File: src/pbc_pkg.sv
// Notes on behaviour
// - port b direction 0 input, 1 drive; reset 0
// - port b open-drain bit picks open-drain driver
// - port b lines 15, 14, 12 lack open-drain
// - port b data bit 14 drives no pin
// - alternate inputs read the sampled pin latch
// - alternate output pin drives latch AND signal
// - idle alternate output rests high
// - alternate outputs: timer6, timer3, transmit, clock
// - clock output forces line 15 driver on
// - strap picks strobe; disable frees it unless config set
// - strobe forces line 12 driver on
// - bus hold returns line 12 to port
// - port c direction 0 input; low byte resets 0
// - port c open-drain only bits 6, 7
// - open-drain on port c skipped for segment lines
// - segment select strapped at reset, read back
// - segment lines take port c after reset
// - select codes 01 none, 11 two, 00 four, 10 eight
// - non-full segment leaves upper lines to can
package pbc_pkg;

  // ---------------------------------------------------------------
  // register offsets
  // ---------------------------------------------------------------
  localparam logic [15:0] PB_OD_ADDR = 16'hF1C6;
  localparam logic [15:0] PC_OD_ADDR = 16'hF1CA;
  localparam logic [15:0] PB_DATA_ADDR = 16'hFFC4;
  localparam logic [15:0] PB_DIR_ADDR = 16'hFFC6;
  localparam logic [15:0] PC_DATA_ADDR = 16'hFFC8;
  localparam logic [15:0] PC_DIR_ADDR = 16'hFFCA;
  localparam logic [15:0] ALT_CTRL_ADDR = 16'hF1D0;
  localparam logic [15:0] CFG_RB_ADDR = 16'hF1D2;

  // ---------------------------------------------------------------
  // reset values and implemented-bit masks
  // ---------------------------------------------------------------
  localparam logic [15:0] PB_DATA_RST = 16'h0000;
  localparam logic [15:0] PB_DIR_RST = 16'h0000;
  localparam logic [15:0] PB_OD_RST = 16'h0000;
  localparam logic [7:0] PC_DATA_RST = 8'h00;
  localparam logic [7:0] PC_DIR_RST = 8'h00;
  localparam logic [7:0] PC_OD_RST = 8'h00;
  localparam logic SYSTEM_CLOCK_OUTPUT_EN_RST = 1'b0;
  localparam logic [15:0] PB_OD_MASK = 16'h2FFF;
  localparam logic [7:0] PC_OD_MASK = 8'hC0;

  // ---------------------------------------------------------------
  // field positions
  // ---------------------------------------------------------------
  localparam int PB_T6_LINE = 1;
  localparam int PB_T3_LINE = 3;
  localparam int PB_TX_LINE = 10;
  localparam int PB_STROBE_LINE = 12;
  localparam int PB_NOPIN_LINE = 14;
  localparam int PB_CLK_LINE = 15;
  localparam int PC_CANA_TX_LINE = 6;
  localparam int PC_CANB_TX_LINE = 7;
  localparam int ACTL_SYSTEM_CLOCK_OUTPUT_BIT = 0;
  localparam int ACTL_BYTE_STROBE_DISABLE_BIT = 1;
  localparam int ACTL_WRITE_CONFIG_BIT = 2;

  // segment line select codes
  localparam logic [1:0] SEG_NONE = 2'b01;
  localparam logic [1:0] SEG_TWO = 2'b11;
  localparam logic [1:0] SEG_FOUR = 2'b00;
  localparam logic [1:0] SEG_EIGHT = 2'b10;

  typedef struct packed {
    logic [15:0] addr;
    logic [15:0] wdata;
    logic we;
    logic re;
  } pbc_bus_s;

  typedef struct packed {
    logic [1:0] segment_line_select;
    logic byte_strobe_disable;
    logic write_config;
  } pbc_strap_s;

  typedef struct packed {
    logic timer6_toggle_out;
    logic timer6_en;
    logic timer3_toggle_out;
    logic timer3_en;
    logic async_transmit;
    logic async_tx_en;
    logic system_clock_output;
    logic byte_high_strobe;
    logic write_high_strobe;
    logic bus_hold;
    logic can_ctrl_a_transmit;
    logic can_a_en;
    logic can_ctrl_b_transmit;
    logic can_b_en;
    logic [7:0] seg_addr;
  } pbc_alt_out_s;

  typedef struct packed {
    logic capture_timer0_count_in;
    logic gp_timer_capture_in;
    logic timer3_updown_in;
    logic timer4_count_in;
    logic timer3_count_in;
    logic timer2_count_in;
    logic sync_master_in_slave_out;
    logic sync_master_out_slave_in;
    logic async_receive;
    logic sync_clock_in;
    logic can_ctrl_b_receive;
    logic can_ctrl_a_receive;
  } pbc_alt_in_s;

  typedef struct packed {
    logic [15:0] pb_data;
    logic [15:0] pb_dir;
    logic [15:0] pb_od;
    logic [7:0] pc_data;
    logic [7:0] pc_dir;
    logic [7:0] pc_od;
    logic system_clock_output_en;
    logic byte_strobe_disable;
    logic write_config;
    logic [1:0] segment_line_select;
    logic [15:0] pb_s1;
    logic [15:0] pb_s2;
    logic [15:0] pb_s3;
    logic [15:0] pb_filt;
    logic [7:0] pc_s1;
    logic [7:0] pc_s2;
    logic [7:0] pc_s3;
    logic [7:0] pc_filt;
    logic [3:0] st_s1;
    logic [3:0] st_s2;
    logic [3:0] st_s3;
    logic [3:0] st_filt;
    logic [15:0] pb_out;
    logic [15:0] pb_oe;
    logic [7:0] pc_out;
    logic [7:0] pc_oe;
    logic [15:0] rdata;
  } pbc_state_s;

endpackage : pbc_pkg

File: src/pbc_ports.sv
`timescale 1ns/1ps
`default_nettype none
module pbc_ports
  import pbc_pkg::*;
(
  input wire logic clk_i,
  input wire logic rst_i,
  input wire pbc_bus_s bus_i,
  output logic [15:0] rdata_o,
  input wire logic [15:0] pb_pin_i,
  output logic [15:0] pb_pin_o,
  output logic [15:0] pb_pin_oe_o,
  input wire logic [7:0] pc_pin_i,
  output logic [7:0] pc_pin_o,
  output logic [7:0] pc_pin_oe_o,
  input wire pbc_strap_s low_data_port_i,
  input wire pbc_alt_out_s alt_i,
  output var pbc_alt_in_s alt_in_o
);

  pbc_state_s st_reg;
  pbc_state_s st_next;

  // ---------------------------------------------------------------
  // helpers
  // ---------------------------------------------------------------
  // a bit moves only once stages two and three agree
  function automatic logic [15:0] settle(input logic [15:0] s2,
                                         input logic [15:0] s3,
                                         input logic [15:0] f);
    logic [15:0] agree;
    agree = ~(s2 ^ s3);
    settle = (s3 & agree) | (f & ~agree);
  endfunction : settle

  // {oe, out}: open drain only ever pulls low
  function automatic logic [1:0] pin_drive(input logic v,
                                           input logic dir,
                                           input logic od);
    pin_drive = od ? {dir & ~v, 1'b0} : {dir, v};
  endfunction : pin_drive

  function automatic logic [7:0] seg_mask(input logic [1:0] sel);
    logic [7:0] m;
    m = 8'h00;
    if (sel == SEG_TWO) begin
      m = 8'h03;
    end else if (sel == SEG_FOUR) begin
      m = 8'h0F;
    end else if (sel == SEG_EIGHT) begin
      m = 8'hFF;
    end
    seg_mask = m;
  endfunction : seg_mask

  // ---------------------------------------------------------------
  // next state
  // ---------------------------------------------------------------
  logic [15:0] pb_alt;
  logic [7:0] pc_alt;
  logic [7:0] pc_seg;
  logic [1:0] drv;
  logic strobe_on;
  logic strobe_val;
  logic [15:0] rd;
  // the shared settle helper is 16 wide; narrower samplers are cut back after it
  logic [15:0] pc_wide;
  logic [15:0] st_wide;

  always_comb begin
    st_next = st_reg;
    // three-stage sampling of pins and straps
    st_next.pb_s1 = pb_pin_i;
    st_next.pb_s2 = st_reg.pb_s1;
    st_next.pb_s3 = st_reg.pb_s2;
    st_next.pb_filt = settle(st_reg.pb_s2, st_reg.pb_s3, st_reg.pb_filt);
    st_next.pc_s1 = pc_pin_i;
    st_next.pc_s2 = st_reg.pc_s1;
    st_next.pc_s3 = st_reg.pc_s2;
    pc_wide = settle({8'h00, st_reg.pc_s2}, {8'h00, st_reg.pc_s3},
                     {8'h00, st_reg.pc_filt});
    st_next.pc_filt = pc_wide[7:0];
    st_next.st_s1 = low_data_port_i;
    st_next.st_s2 = st_reg.st_s1;
    st_next.st_s3 = st_reg.st_s2;
    st_wide = settle({12'h000, st_reg.st_s2}, {12'h000, st_reg.st_s3},
                     {12'h000, st_reg.st_filt});
    st_next.st_filt = st_wide[3:0];

    // register writes; unmapped addresses are ignored
    if (bus_i.we) begin
      if (bus_i.addr == PB_DATA_ADDR) begin
        st_next.pb_data = bus_i.wdata;
      end else if (bus_i.addr == PB_DIR_ADDR) begin
        st_next.pb_dir = bus_i.wdata;
      end else if (bus_i.addr == PB_OD_ADDR) begin
        st_next.pb_od = bus_i.wdata & PB_OD_MASK;
      end else if (bus_i.addr == PC_DATA_ADDR) begin
        st_next.pc_data = bus_i.wdata[7:0];
      end else if (bus_i.addr == PC_DIR_ADDR) begin
        st_next.pc_dir = bus_i.wdata[7:0];
      end else if (bus_i.addr == PC_OD_ADDR) begin
        st_next.pc_od = bus_i.wdata[7:0] & PC_OD_MASK;
      end else if (bus_i.addr == ALT_CTRL_ADDR) begin
        st_next.system_clock_output_en = bus_i.wdata[ACTL_SYSTEM_CLOCK_OUTPUT_BIT];
        st_next.byte_strobe_disable = bus_i.wdata[ACTL_BYTE_STROBE_DISABLE_BIT];
        st_next.write_config = bus_i.wdata[ACTL_WRITE_CONFIG_BIT];
      end
    end

    // idle alternate outputs sit high so the latch passes through
    pb_alt = 16'hFFFF;
    pb_alt[PB_T6_LINE] = alt_i.timer6_en ? alt_i.timer6_toggle_out : 1'b1;
    pb_alt[PB_T3_LINE] = alt_i.timer3_en ? alt_i.timer3_toggle_out : 1'b1;
    pb_alt[PB_TX_LINE] = alt_i.async_tx_en ? alt_i.async_transmit : 1'b1;
    pb_alt[PB_CLK_LINE] = st_reg.system_clock_output_en ? alt_i.system_clock_output : 1'b1;

    // write-high strobe when configured, else byte-high unless disabled
    strobe_on = st_reg.write_config | ~st_reg.byte_strobe_disable;
    strobe_val = st_reg.write_config ? alt_i.write_high_strobe
                                     : alt_i.byte_high_strobe;

    // port b pin drivers
    for (int i = 0; i < 16; i++) begin
      drv = pin_drive(st_reg.pb_data[i] & pb_alt[i], st_reg.pb_dir[i],
                      st_reg.pb_od[i]);
      st_next.pb_oe[i] = drv[1];
      st_next.pb_out[i] = drv[0];
    end
    if (st_reg.system_clock_output_en) begin
      st_next.pb_oe[PB_CLK_LINE] = 1'b1;
    end
    // hold hands the strobe line back to plain port control
    if (strobe_on && !alt_i.bus_hold) begin
      st_next.pb_oe[PB_STROBE_LINE] = 1'b1;
      st_next.pb_out[PB_STROBE_LINE] = strobe_val;
    end
    st_next.pb_oe[PB_NOPIN_LINE] = 1'b0;
    st_next.pb_out[PB_NOPIN_LINE] = 1'b0;

    // port c: segment lines first, can transmit on the upper pair
    pc_seg = seg_mask(st_reg.segment_line_select);
    pc_alt = 8'hFF;
    if (st_reg.segment_line_select != SEG_EIGHT) begin
      pc_alt[PC_CANA_TX_LINE] = alt_i.can_a_en ? alt_i.can_ctrl_a_transmit : 1'b1;
      pc_alt[PC_CANB_TX_LINE] = alt_i.can_b_en ? alt_i.can_ctrl_b_transmit : 1'b1;
    end
    for (int i = 0; i < 8; i++) begin
      drv = pin_drive(st_reg.pc_data[i] & pc_alt[i], st_reg.pc_dir[i],
                      st_reg.pc_od[i] & ~pc_seg[i]);
      st_next.pc_oe[i] = drv[1];
      st_next.pc_out[i] = drv[0];
      if (pc_seg[i]) begin
        st_next.pc_oe[i] = 1'b1;
        st_next.pc_out[i] = alt_i.seg_addr[i];
      end
    end

    // read data stands only in the cycle after the strobe
    rd = 16'h0000;
    if (bus_i.re) begin
      if (bus_i.addr == PB_DATA_ADDR) begin
        rd = (st_reg.pb_dir & st_reg.pb_data) | (~st_reg.pb_dir & st_reg.pb_filt);
        rd[PB_NOPIN_LINE] = st_reg.pb_data[PB_NOPIN_LINE];
      end else if (bus_i.addr == PB_DIR_ADDR) begin
        rd = st_reg.pb_dir;
      end else if (bus_i.addr == PB_OD_ADDR) begin
        rd = st_reg.pb_od;
      end else if (bus_i.addr == PC_DATA_ADDR) begin
        rd = {8'h00, (st_reg.pc_dir & st_reg.pc_data) |
                     (~st_reg.pc_dir & st_reg.pc_filt)};
      end else if (bus_i.addr == PC_DIR_ADDR) begin
        rd = {8'h00, st_reg.pc_dir};
      end else if (bus_i.addr == PC_OD_ADDR) begin
        rd = {8'h00, st_reg.pc_od};
      end else if (bus_i.addr == ALT_CTRL_ADDR) begin
        rd[ACTL_SYSTEM_CLOCK_OUTPUT_BIT] = st_reg.system_clock_output_en;
        rd[ACTL_BYTE_STROBE_DISABLE_BIT] = st_reg.byte_strobe_disable;
        rd[ACTL_WRITE_CONFIG_BIT] = st_reg.write_config;
      end else if (bus_i.addr == CFG_RB_ADDR) begin
        rd[1:0] = st_reg.segment_line_select;
      end
    end
    st_next.rdata = rd;

    // reset: straps are taken from the settled sampler every cycle of it,
    // so reset must last past the sampler depth
    if (rst_i) begin
      st_next.pb_data = PB_DATA_RST;
      st_next.pb_dir = PB_DIR_RST;
      st_next.pb_od = PB_OD_RST;
      st_next.pc_data = PC_DATA_RST;
      st_next.pc_dir = PC_DIR_RST;
      st_next.pc_od = PC_OD_RST;
      st_next.system_clock_output_en = SYSTEM_CLOCK_OUTPUT_EN_RST;
      st_next.segment_line_select = st_reg.st_filt[3:2];
      st_next.byte_strobe_disable = st_reg.st_filt[1];
      st_next.write_config = st_reg.st_filt[0];
      st_next.pb_out = 16'h0000;
      st_next.pb_oe = 16'h0000;
      st_next.pc_out = 8'h00;
      st_next.pc_oe = 8'h00;
      st_next.rdata = 16'h0000;
    end
  end

  // ---------------------------------------------------------------
  // state register
  // ---------------------------------------------------------------
  always_ff @(posedge clk_i) begin
    st_reg <= st_next;
  end

  // outputs straight from flops
  assign rdata_o = st_reg.rdata;
  assign pb_pin_o = st_reg.pb_out;
  assign pb_pin_oe_o = st_reg.pb_oe;
  assign pc_pin_o = st_reg.pc_out;
  assign pc_pin_oe_o = st_reg.pc_oe;

  // peripherals read the settled pin latch
  assign alt_in_o.capture_timer0_count_in = st_reg.pb_filt[0];
  assign alt_in_o.gp_timer_capture_in = st_reg.pb_filt[2];
  assign alt_in_o.timer3_updown_in = st_reg.pb_filt[4];
  assign alt_in_o.timer4_count_in = st_reg.pb_filt[5];
  assign alt_in_o.timer3_count_in = st_reg.pb_filt[6];
  assign alt_in_o.timer2_count_in = st_reg.pb_filt[7];
  assign alt_in_o.sync_master_in_slave_out = st_reg.pb_filt[8];
  assign alt_in_o.sync_master_out_slave_in = st_reg.pb_filt[9];
  assign alt_in_o.async_receive = st_reg.pb_filt[11];
  assign alt_in_o.sync_clock_in = st_reg.pb_filt[13];
  assign alt_in_o.can_ctrl_b_receive = st_reg.pc_filt[4];
  assign alt_in_o.can_ctrl_a_receive = st_reg.pc_filt[5];
endmodule : pbc_ports
`default_nettype wire

File: config.mk
export PLATFORM = sky130hd
export DESIGN_NAME = pbc_ports
export DESIGN_NICKNAME = d
export VERILOG_FILES = /design/src/pbc_pkg.sv /design/src/pbc_ports.sv
export SDC_FILE = /design/constraint.sdc
export NUM_CORES = 1
export LEC_CHECK = 0
export BUFFER_PORTS_ARGS = -buffer_cell sky130_fd_sc_hd__buf_2
export CAP_MARGIN = 20
export CORE_MARGIN = 10
export CORE_UTILIZATION = 24
export CTS_CLUSTER_DIAMETER = 80
export DETAILED_ROUTE_END_ITERATION = 12
export HOLD_SLACK_MARGIN = 0.02
export MAX_ROUTING_LAYER = met4
export SYNTH_ARGS = -nofsm -noshare
export SYNTH_HDL_FRONTEND = slang
export SYNTH_SLANG_ARGS = --single-unit
export TNS_END_PERCENT = 1
File: constraint.sdc
create_clock -name clk_i -period 4.9 [get_ports clk_i]
set_input_delay 0.49 -clock clk_i [delete_from_list [all_inputs] [get_ports clk_i]]
set_output_delay 0.49 -clock clk_i [all_outputs]
set_load 0.005 [all_outputs]
==> impl_metrics.ini, run 1 <==
[outcome]
status = finished clean

[power_and_ir_drop]
pwr-share-comb = 0.036
p_switching_w = 0.0009451
p_leak_nw = 4.095
p_clk_frac = 0.496
power.internal_w = 0.003502
ir_drop_mv = 0.2729
seqPwrFrac = 0.468
power.density_nw_per_um2 = 433.8
p_sw_frac = 0.2125

[detailed_routing]
vias_per_cell = 4.179
drtIter0Drc = 348
vias = 5713
dr.pass1.iters = 4
drc = 0
wire_per_inst_um = 17.40
ant_nets = 0
routed_wl_um = 23780

[synthesis]
synth_mux_area_frac = 0.06187
synth-xor-area-share = 0.02784
synth_fa_ha_area_frac = 0
synth.top_cells.by_area = dfxtp_1 (49%), edfxtp_1 (11%), buf_4 (6.8%), mux2i_1 (5.7%), nand2_1 (3.6%)
ys_async_sr_fraction = 0
yosys.cell_count.top_type = dfxtp_1
netlist_top_cells_count = dfxtp_1 (207), nand2_1 (81), buf_4 (77), nor2_1 (75), a21oi_1 (50)
synth_seq_area_share = 0.5975
synth.top_cell.area_share = 0.4879
synth.ff_latch_count = 238
synth-simple-area-share = 0.1276
syn_inst = 792
yosys.area.top_type = dfxtp_1
synth_top_family_by_area = simple AND/OR/NAND/NOR gates
ys_types = 57
synth_flop_cell = dfxtp_1
syn_area_um2 = 8493
synth_edf_count = 31
yosys_warnings = 0
avgSynthCellArea_um2 = 10.72
synth_compound_area_frac = 0.09134

[critical_path]
cp_slowest_cell = nand4_1
worstPathCellList = buf_2, inv_1, nor4_1, nand4_1, nand2_1, a21oi_1
worstSetupEndpointType = register
critical_path_class = in -> reg
worstPathArrival_ns = 3.24
slowest_delay_ns = 0.82
cp.required_ns = 5.28
cp_max_fo = 30
cp-start-kind = primary input

[placement]
post-place-cells = 1305
io_buffer_count = 158
routabilityCongestion = 0.8299
dp_hpwl_um = 16860
place_ws_ns = 1.463

[clocking]
clockBufferDepth = 3
numCtsBuffers = 28
clkTransAtPathRegs_ns = 0.06
clock_sink_count = 238
cts_setup_buffers = 0
cts-root-buf = clkbuf_16
clk_latency_ns = 0.54
htreeDepth = 1
cts_tree = built

[floorplan]
die_w_um = 208.1
die_y_um = 208.1
io_pins = 162
initial_core_util = 0.2447
core-area_um2 = 34710
dieArea_um2 = 43310
fp-row-count = 68

[timing]
period_share = 0.5829
fin_skew_ns = 0.01033
setup_ws_ns = 2.044
rsz0062_at_grt = false
relSlewSlack = 0.2883
max_freq_mhz = 350.1
hold_viol_final = 0
setup_tns_ns = 0
whs_ns = 0.04799
period_minus_slack_ns = 2.856
drv_slew = 0
worst_slew_pin_slew_ns = 1.060
setup_viol = 0

[global_route]
grt_overflow = 0
track_usage = 0.1094
antenna_found_initial = 6
first_global_vias = 5865
grt_pass1_wl_um = 35760
grt_start_max_net_pins = 86

[job]
drv_cap = 0

[final_layout]
nets = 969
area.growth.synth_to_final_pct = 20.71
drive_above_1_share = 0.2486
final_cells = 1367

[worst_hold_path]
min_path_type = in -> reg
power by group through the flow:
stage	Combinational (W)	Sequential, W	Clock, W
after detailed placement	0.000161	0.00212	0
after floorplan	0.000100	0.00211	0
final	0.000160	0.00208	0.00221
after global routing	0.000177	0.00209	0.00235
after global placement	0.000157	0.00212	0
after CTS	0.000163	0.00208	0.00227
layout by cell type (no fill, tap or decap), types with 4 or more instances in the layout:
cell,n
clkbuf_16,29
nor3_1,11
o211a_1,5
buf_4,7
clkinv_2,4
a211oi_1,6
diode_2,7
nor2_1,75
a21oi_1,50
mux2_2,4
or4_1,4
o32ai_1,5
and3_1,6
bufinv_16,5
buf_2,157
nand3_1,8
nand4_1,5
a22oi_1,9
nor4_1,4
clkinv_1,4
mux2i_1,48
o21ai_0,22
nor3b_1,12
nand2_1,81
inv_1,22
xnor2_1,27
edfxtp_1,31
dfxtp_1,207
stage by stage:
| stage | instance area [um2] | util | total power, W |
|---|---|---|---|
| after global routing | 10250 | 0.2953 | 0.004619 |
| after floorplan | 8497 | - | 0.002208 |
| after detailed placement | 9203 | 0.2651 | 0.002285 |
| after CTS | 10220 | 0.2944 | 0.004515 |
| final | 10250 | 0.2953 | 0.004447 |
| after global placement | 9203 | 0.2651 | 0.002280 |
logic make-up (layout without fill, tap and decap cells):
family / Yosys count / count (layout)
other: 1 / 9
multiplexers: 52 / 52
XOR/XNOR: 27 / 27
flip-flops: 238 / 238
AO/OA/AOI/OAI: 121 / 121
AND/OR/NAND/NOR: 224 / 224
buffers and inverters: 129 / 241
final timing paths:
| kind | start | endpoint | slack (ns) | cells past startpoint |
|---|---|---|---|---|
| max | bus_i[19] | st_reg[218]$_SDFFE_PP0P_ | 2.04 | 6 |
| min | pb_pin_i[13] | st_next[157]$_DFF_P_ | 0.05 | 1 |
| max reg2reg | st_reg[176]$_DFFE_PP_ | pc_pin_oe_o[7]$_SDFF_PP0_ | 3.17 | 5 |
| min reg2reg | st_next[98]$_DFF_P_ | st_next[90]$_DFF_P_ | 0.32 | 0 |
area by class of cell:
type | instances | area [um2]
tap | 455 | 569.3
fill | 3605 | 24460
multi-input combinational | 426 | 2638
timing repair buffer | 167 | 873.3
sequential | 238 | 5075
antenna | 7 | 17.52
clock buffer | 35 | 778.2
clock inverter | 17 | 219.0
inverter | 22 | 82.58
per-layer routing:
layer	share of wire	vias to the layer above	track usage
li1	-	2834	-
met1	0.41	2696	0.1203
met2	0.48	154	0.1838
met3	0.087	29	0.03984
met4	0.017	0	0.02864
met5	0	-	-
critical path, delay by kind of cell:
family | cells | cell delay [ns]
AND/OR/NAND/NOR | 3 | 1.68
buffers and inverters | 2 | 0.93
AO/OA/AOI/OAI | 1 | 0.09
timing repair:
item / in CTS / in global routing
endpoints found under the hold margin: 2 / 0
hold buffers: 2 / 0
gates resized for setup: 0 / 0
No activity file was read; power rests on OpenSTA's default activity.
==> run 2, diff against run 1 <==
- ABC_AREA: default -> 1
- clock period: 4.9 -> 2.4 ns (I/O delays scaled with it)
==> run 2 against run 1 <==
  * Register-to-register slack got worse by 2.8 ns
  * Critical path depth stayed put
  * Wire length fell by 2.0%
  * Via count is 8.1% higher
  * Sequential share of layout area down 2.2 points
  * Combinational power up 140%
  * Cell count grew 11%
  * Setup slack worse by 1.7 ns
  * Area after synthesis is 0.99% higher
  * Global-route usage decreased by 0.43 points
  * Sequential power up 100%
  * Flip-flop and latch count stayed put
  * Critical path type is now reg -> reg
  * Critical endpoint is now pc_pin_o[6]$_SDFF_PP0_
  * Largest power group is now sequential cells
==> impl_metrics.ini, run 2 <==
[timing]
worst_slew_pin_slew_ns = 0.7659
hold_viol_final = 0
setup_tns_ns = 0
setup_ws_ns = 0.3278
max_freq_mhz = 482.6
period_share = 0.8634
relSlewSlack = 0.4894
period_minus_slack_ns = 2.072
setup_viol = 0
rsz0062_at_grt = false
drv_slew = 0
whs_ns = 0.02013
fin_skew_ns = 0.01696

[critical_path]
timing.rr.start = st_reg[176]$_DFFE_PP_
rr_worst_depth = 6
worstPathArrival_ns = 2.54
worstSetupEndpointType = register
cp_slowest_cell = dlygate4sd3_1
cp_max_fo = 13
critical_path_class = reg -> reg
reg2reg_to = pc_pin_o[6]$_SDFF_PP0_
cp-start-kind = register
slowest_delay_ns = 0.57
rrSetupSlack_ns = 0.33
cp_num_buf_inv = 2
cp.required_ns = 2.87
worstPathCellList = nor2_1, inv_1, a31oi_1, nand2_1, a21oi_1, dlygate4sd3_1
cp_top_family = buffers and inverters

[global_route]
grt_start_max_net_pins = 81
antenna_found_initial = 3
first_global_vias = 6064
grt_pass1_wl_um = 34890
grt_overflow = 0
track_usage = 0.1052

[detailed_routing]
vias_per_cell = 4.064
routed_wl_um = 23300
dr.pass1.iters = 5
vias = 6178
wire_per_inst_um = 15.33
ant_nets = 0
drtIter0Drc = 352
drc = 0

[synthesis]
synth.ff_latch_count = 238
avgSynthCellArea_um2 = 9.615
synth_edf_count = 31
syn_inst = 892
netlist_top_cells_count = dfxtp_1 (207), nand2_1 (100), inv_1 (93), a21oi_1 (90), buf_4 (78)
ys_types = 39
synth.top_cells.by_area = dfxtp_1 (48%), edfxtp_1 (11%), buf_4 (6.8%), a21oi_1 (5.3%), nand2_1 (4.4%)
ys_async_sr_fraction = 0
syn_area_um2 = 8577
yosys.area.top_type = dfxtp_1
yosys_warnings = 0
yosys.cell_count.top_type = dfxtp_1
synth_flop_cell = dfxtp_1
synth_seq_area_share = 0.5917
synth.top_cell.area_share = 0.4832

[final_layout]
final_util = 0.3029
nets = 1123
area.growth.synth_to_final_pct = 25.02
final_common_cell = dfxtp_1
drive_above_1_share = 0.2384
layout_common_cells = dfxtp_1 (207), buf_2 (158), nand2_1 (100)

[clocking]
cts_tree = built
clkTransAtPathRegs_ns = 0.06
cts-root-buf = clkbuf_16
htreeDepth = 1
clk_latency_ns = 0.54
cts_setup_buffers = 0
clock_sink_count = 238
numCtsBuffers = 27
clockBufferDepth = 3

[floorplan]
die_y_um = 209.0
dieArea_um2 = 43700
core-area_um2 = 35400
fp-row-count = 69
initial_core_util = 0.2423
die_w_um = 209.0
io_pins = 162

[worst_hold_path]
hold_path_end = pc_pin_o[0]$_SDFF_PP0_
whs_path_depth = 3
min_path_type = in -> reg
min-delay-start = alt_i[0]

[placement]
routabilityCongestion = 0.8508
io_buffer_count = 158
place_ws_ns = 0.4007
dp_hpwl_um = 17400

[power_and_ir_drop]
power.total_w = 0.008724
p_leak_nw = 4.454
ir_drop_mv = 0.4593
power.density_nw_per_um2 = 813.6

[outcome]
status = finished clean

[job]
drv_cap = 0
run 2: cell count changes in the layout (fill, tap and decap cells not counted), moves of 40 or more:
cell | previous run | this run
a21oi_1 | 50 | 90
inv_1 | 22 | 93
o21ai_0 | 22 | 75
nor2_1 | 75 | 35
dlygate4sd3_1 | 2 | 53
mux2i_1 | 48 | 6
run 2: cells by family (layout without fill, tap and decap cells):
group / Yosys count / in the layout / synth area share
xor+xnor: 27 / 27 / 0.02757
flops: 238 / 238 / 0.5917
buf+inv: 208 / 372 / 0.1282
compound gates: 218 / 218 / 0.1376
simple gates: 194 / 194 / 0.1075
mux: 6 / 6 / 0.007002
other cells: 1 / 4 / 0.0004372
run 2: worst max-delay path by stage:
stage,startpoint,endpoint,slack (ns),cells after the start
2_1_floorplan,bus_i[23],st_reg[195]$_SDFFE_PP0P_,1.02,9
3_3_place_gp,bus_i[28],st_reg[218]$_SDFFE_PP0P_,0.41,9
3_5_place_dp,bus_i[26],st_reg[218]$_SDFFE_PP0P_,0.40,10
4_1_cts,st_reg[176]$_DFFE_PP_,pc_pin_o[7]$_SDFF_PP0_,0.35,6
5_1_grt,st_reg[176]$_DFFE_PP_,pc_pin_o[6]$_SDFF_PP0_,0.19,6
6_report,st_reg[176]$_DFFE_PP_,pc_pin_o[6]$_SDFF_PP0_,0.33,6
run 2: stage by stage:
stage               std cells  area, um2
CTS                      1518      10720
detailed placement       1416       9299
finish                   1520      10720
floorplan                 893       8581
global route             1520      10720
global placement         1416       9299
run 2: worst register-to-register path: cells and delay by family, from the launching register on:
family / cells / cell delay, ns
buf+inv: 2 / 0.79
flops: 1 / 0.55
compound gates: 2 / 0.36
simple gates: 2 / 0.32
run 2: power breakdown:
part / internal, W / switching (W)
Combinational: 0.000195 / 0.000197
Sequential: 0.00418 / 0.0000715
Clock: 0.00240 / 0.00168
Total: 0.00678 / 0.00195
run 2: timing repair:
action                                 CTS  global route
gates resized for setup                  0             0
endpoints found under the hold margin   62             0
hold buffers                            53             0
run 2: per-layer routing:
layer | up-vias | GRT usage | routed length (um)
met5 | - | - | 0
met4 | 0 | 0.04813 | 864
met3 | 46 | 0.02938 | 1561
met2 | 186 | 0.1638 | 10600
met1 | 2816 | 0.1240 | 10270
li1 | 3130 | - | -
run 2: cell type report:
class | instances | area [um2]
Timing Repair Buffer | 219 | 1381
Multi-Input combinational cell | 447 | 2406
Inverter | 104 | 390.4
Clock buffer | 33 | 729.5
Sequential cell | 238 | 5075
Antenna cell | 2 | 5.005
Tap cell | 461 | 576.8
Fill cell | 3692 | 24670
Clock inverter | 16 | 158.9
==> run 3, diff against run 2 <==
- CELL_PAD_IN_SITES_DETAIL_PLACEMENT: default -> 0
- CELL_PAD_IN_SITES_GLOBAL_PLACEMENT: default -> 1
- HOLD_SLACK_MARGIN: 0.02 -> 0.03
- PLACE_DENSITY_LB_ADDON: default -> 0.1
==> run 3 against run 2 <==
  * Register-to-register slack improved by 0.04 ns
  * Critical endpoint is now pc_pin_o[7]$_SDFF_PP0_
  * Sequential share of layout area down 0.76 points
  * Cell area rose by 1.6%
  * Sequential power about the same
==> impl_metrics.ini, run 3 (synthesized netlist as in run 2, its figures left out) <==
[outcome]
status = finished clean

[placement]
routabilityCongestion = 0.7643
dp_hpwl_um = 18180
io_buffer_count = 158
placed_area_um2 = 9329
place_ws_ns = 0.2839

[timing]
hold_viol_final = 0
setup_tns_ns = 0
period_share = 0.8450
rsz0062_at_grt = false
max_freq_mhz = 493.1
setup_viol = 0
worst_slew_pin_slew_ns = 0.8418
fin_skew_ns = 0.01866
setup_ws_ns = 0.3719
whs_ns = 0.04528
relSlewSlack = 0.4388
period_minus_slack_ns = 2.028
drv_slew = 0

[global_route]
track_usage = 0.1162
grt_start_max_net_pins = 81
antenna_found_initial = 2
first_global_vias = 6273
grt_pass1_wl_um = 38270
grt_overflow = 0

[power_and_ir_drop]
p_leak_nw = 4.543
ir_drop_mv = 0.4134
power.density_nw_per_um2 = 824.8
power.total_w = 0.008988

[floorplan]
dieArea_um2 = 43700
initial_core_util = 0.2423
io_pins = 162
core-area_um2 = 35400
fp-row-count = 69
die_w_um = 209.0
die_y_um = 209.0

[final_layout]
nets = 1136
drive_above_1_share = 0.2432
area.growth.synth_to_final_pct = 27.06
layout_common_cells = dfxtp_1 (207), buf_2 (158), nand2_1 (100)
final_cell_area_um2 = 10900
final_common_cell = dfxtp_1

[detailed_routing]
wire_per_inst_um = 16.42
routed_wl_um = 25230
dr.pass1.iters = 4
vias_per_cell = 3.938
drc = 0
drtIter0Drc = 224
vias = 6048
ant_nets = 0

[critical_path]
cp_max_fo = 13
worstPathCellList = inv_1, nor2_1, inv_1, a31oi_1, nand2_1, a21oi_1, dlygate4sd3_1
worstPathArrival_ns = 2.47
cp_slowest_cell = dlygate4sd3_1
rr_worst_depth = 7
critical_path_class = reg -> reg
crit_top_cell = inv_1
slowest_delay_ns = 0.56
cp-start-kind = register
worstSetupEndpointType = register
cp.required_ns = 2.84

[worst_hold_path]
min_path_type = in -> reg
whs_path_depth = 2

[clocking]
clk_latency_ns = 0.56
numCtsBuffers = 29
cts_setup_buffers = 0
clkTransAtPathRegs_ns = 0.06
cts_tree = built
clock_sink_count = 238
clockBufferDepth = 3
htreeDepth = 1
cts-root-buf = clkbuf_16

[job]
drv_cap = 0
## run 3: cell count changes in the layout (fill, tap and decap cells not counted)
| cell | delta |
|---|---|
| bufinv_16 | -1 |
| inv_6 | -1 |
| clkinv_4 | -2 |
| inv_8 | -1 |
| dlygate4sd3_1 | +7 |
| clkbuf_8 | +8 |
| clkinv_1 | -1 |
| clkinvlp_4 | +1 |
| buf_4 | +4 |
| clkbuf_16 | +1 |
| clkbuf_1 | +1 |
## run 3: final cells by class
type	instances	area, um2
fillers	3754	24500
well taps	461	576.8
clock inverters	11	95.09
diodes	2	5.005
flip-flops and latches	238	5075
repair buffers	230	1481
clock buffers	43	868.3
multi-input cells	447	2406
inverters	104	390.4
## run 3: critical path: cells and delay by family (launching register included)
family,cells,cell delay [ns]
buffers and inverters,3,1.05
DFF,1,0.47
AOI/OAI and AO/OA,2,0.23
and+or+nand+nor,2,0.17
## run 3: final timing paths
kind                          from                endpoint  slack (ns)
max          st_reg[177]$_DFFE_PP_  pc_pin_o[7]$_SDFF_PP0_        0.37
min reg2reg   st_next[149]$_DFF_P_    st_next[133]$_DFF_P_        0.32
max reg2reg  st_reg[177]$_DFFE_PP_  pc_pin_o[7]$_SDFF_PP0_        0.37
min                      bus_i[19]  rdata_o[14]$_SDFF_PP0_        0.05
## run 3: metal layers
| layer | part of all wire | GRT usage | vias up |
|---|---|---|---|
| met5 | 0 | - | - |
| met4 | 0.015 | 0.02952 | 0 |
| met3 | 0.051 | 0.02610 | 34 |
| met2 | 0.45 | 0.1813 | 122 |
| met1 | 0.48 | 0.1492 | 2731 |
| li1 | - | - | 3161 |
## run 3: power breakdown
group	leakage, nW	switching [W]	internal (W)
clock network	0.471	0.00172	0.00261
registers	2.01	0.0000689	0.00418
logic	2.07	0.000209	0.000204
total	4.54	0.00200	0.00699
## run 3: what timing repair did
item / in CTS / in global routing
resized for setup: 0 / 0
setup endpoints to repair: 0 / 0
hold buffers: 60 / 0
hold endpoints to repair: 75 / 0
## run 3: per-stage QoR
stage | std cells | utilization
finish | 1536 | 0.3079
detailed placement | 1420 | 0.2636
global route | 1536 | 0.3079
CTS | 1534 | 0.3077
global placement | 1420 | 0.2636
floorplan | 893 | -
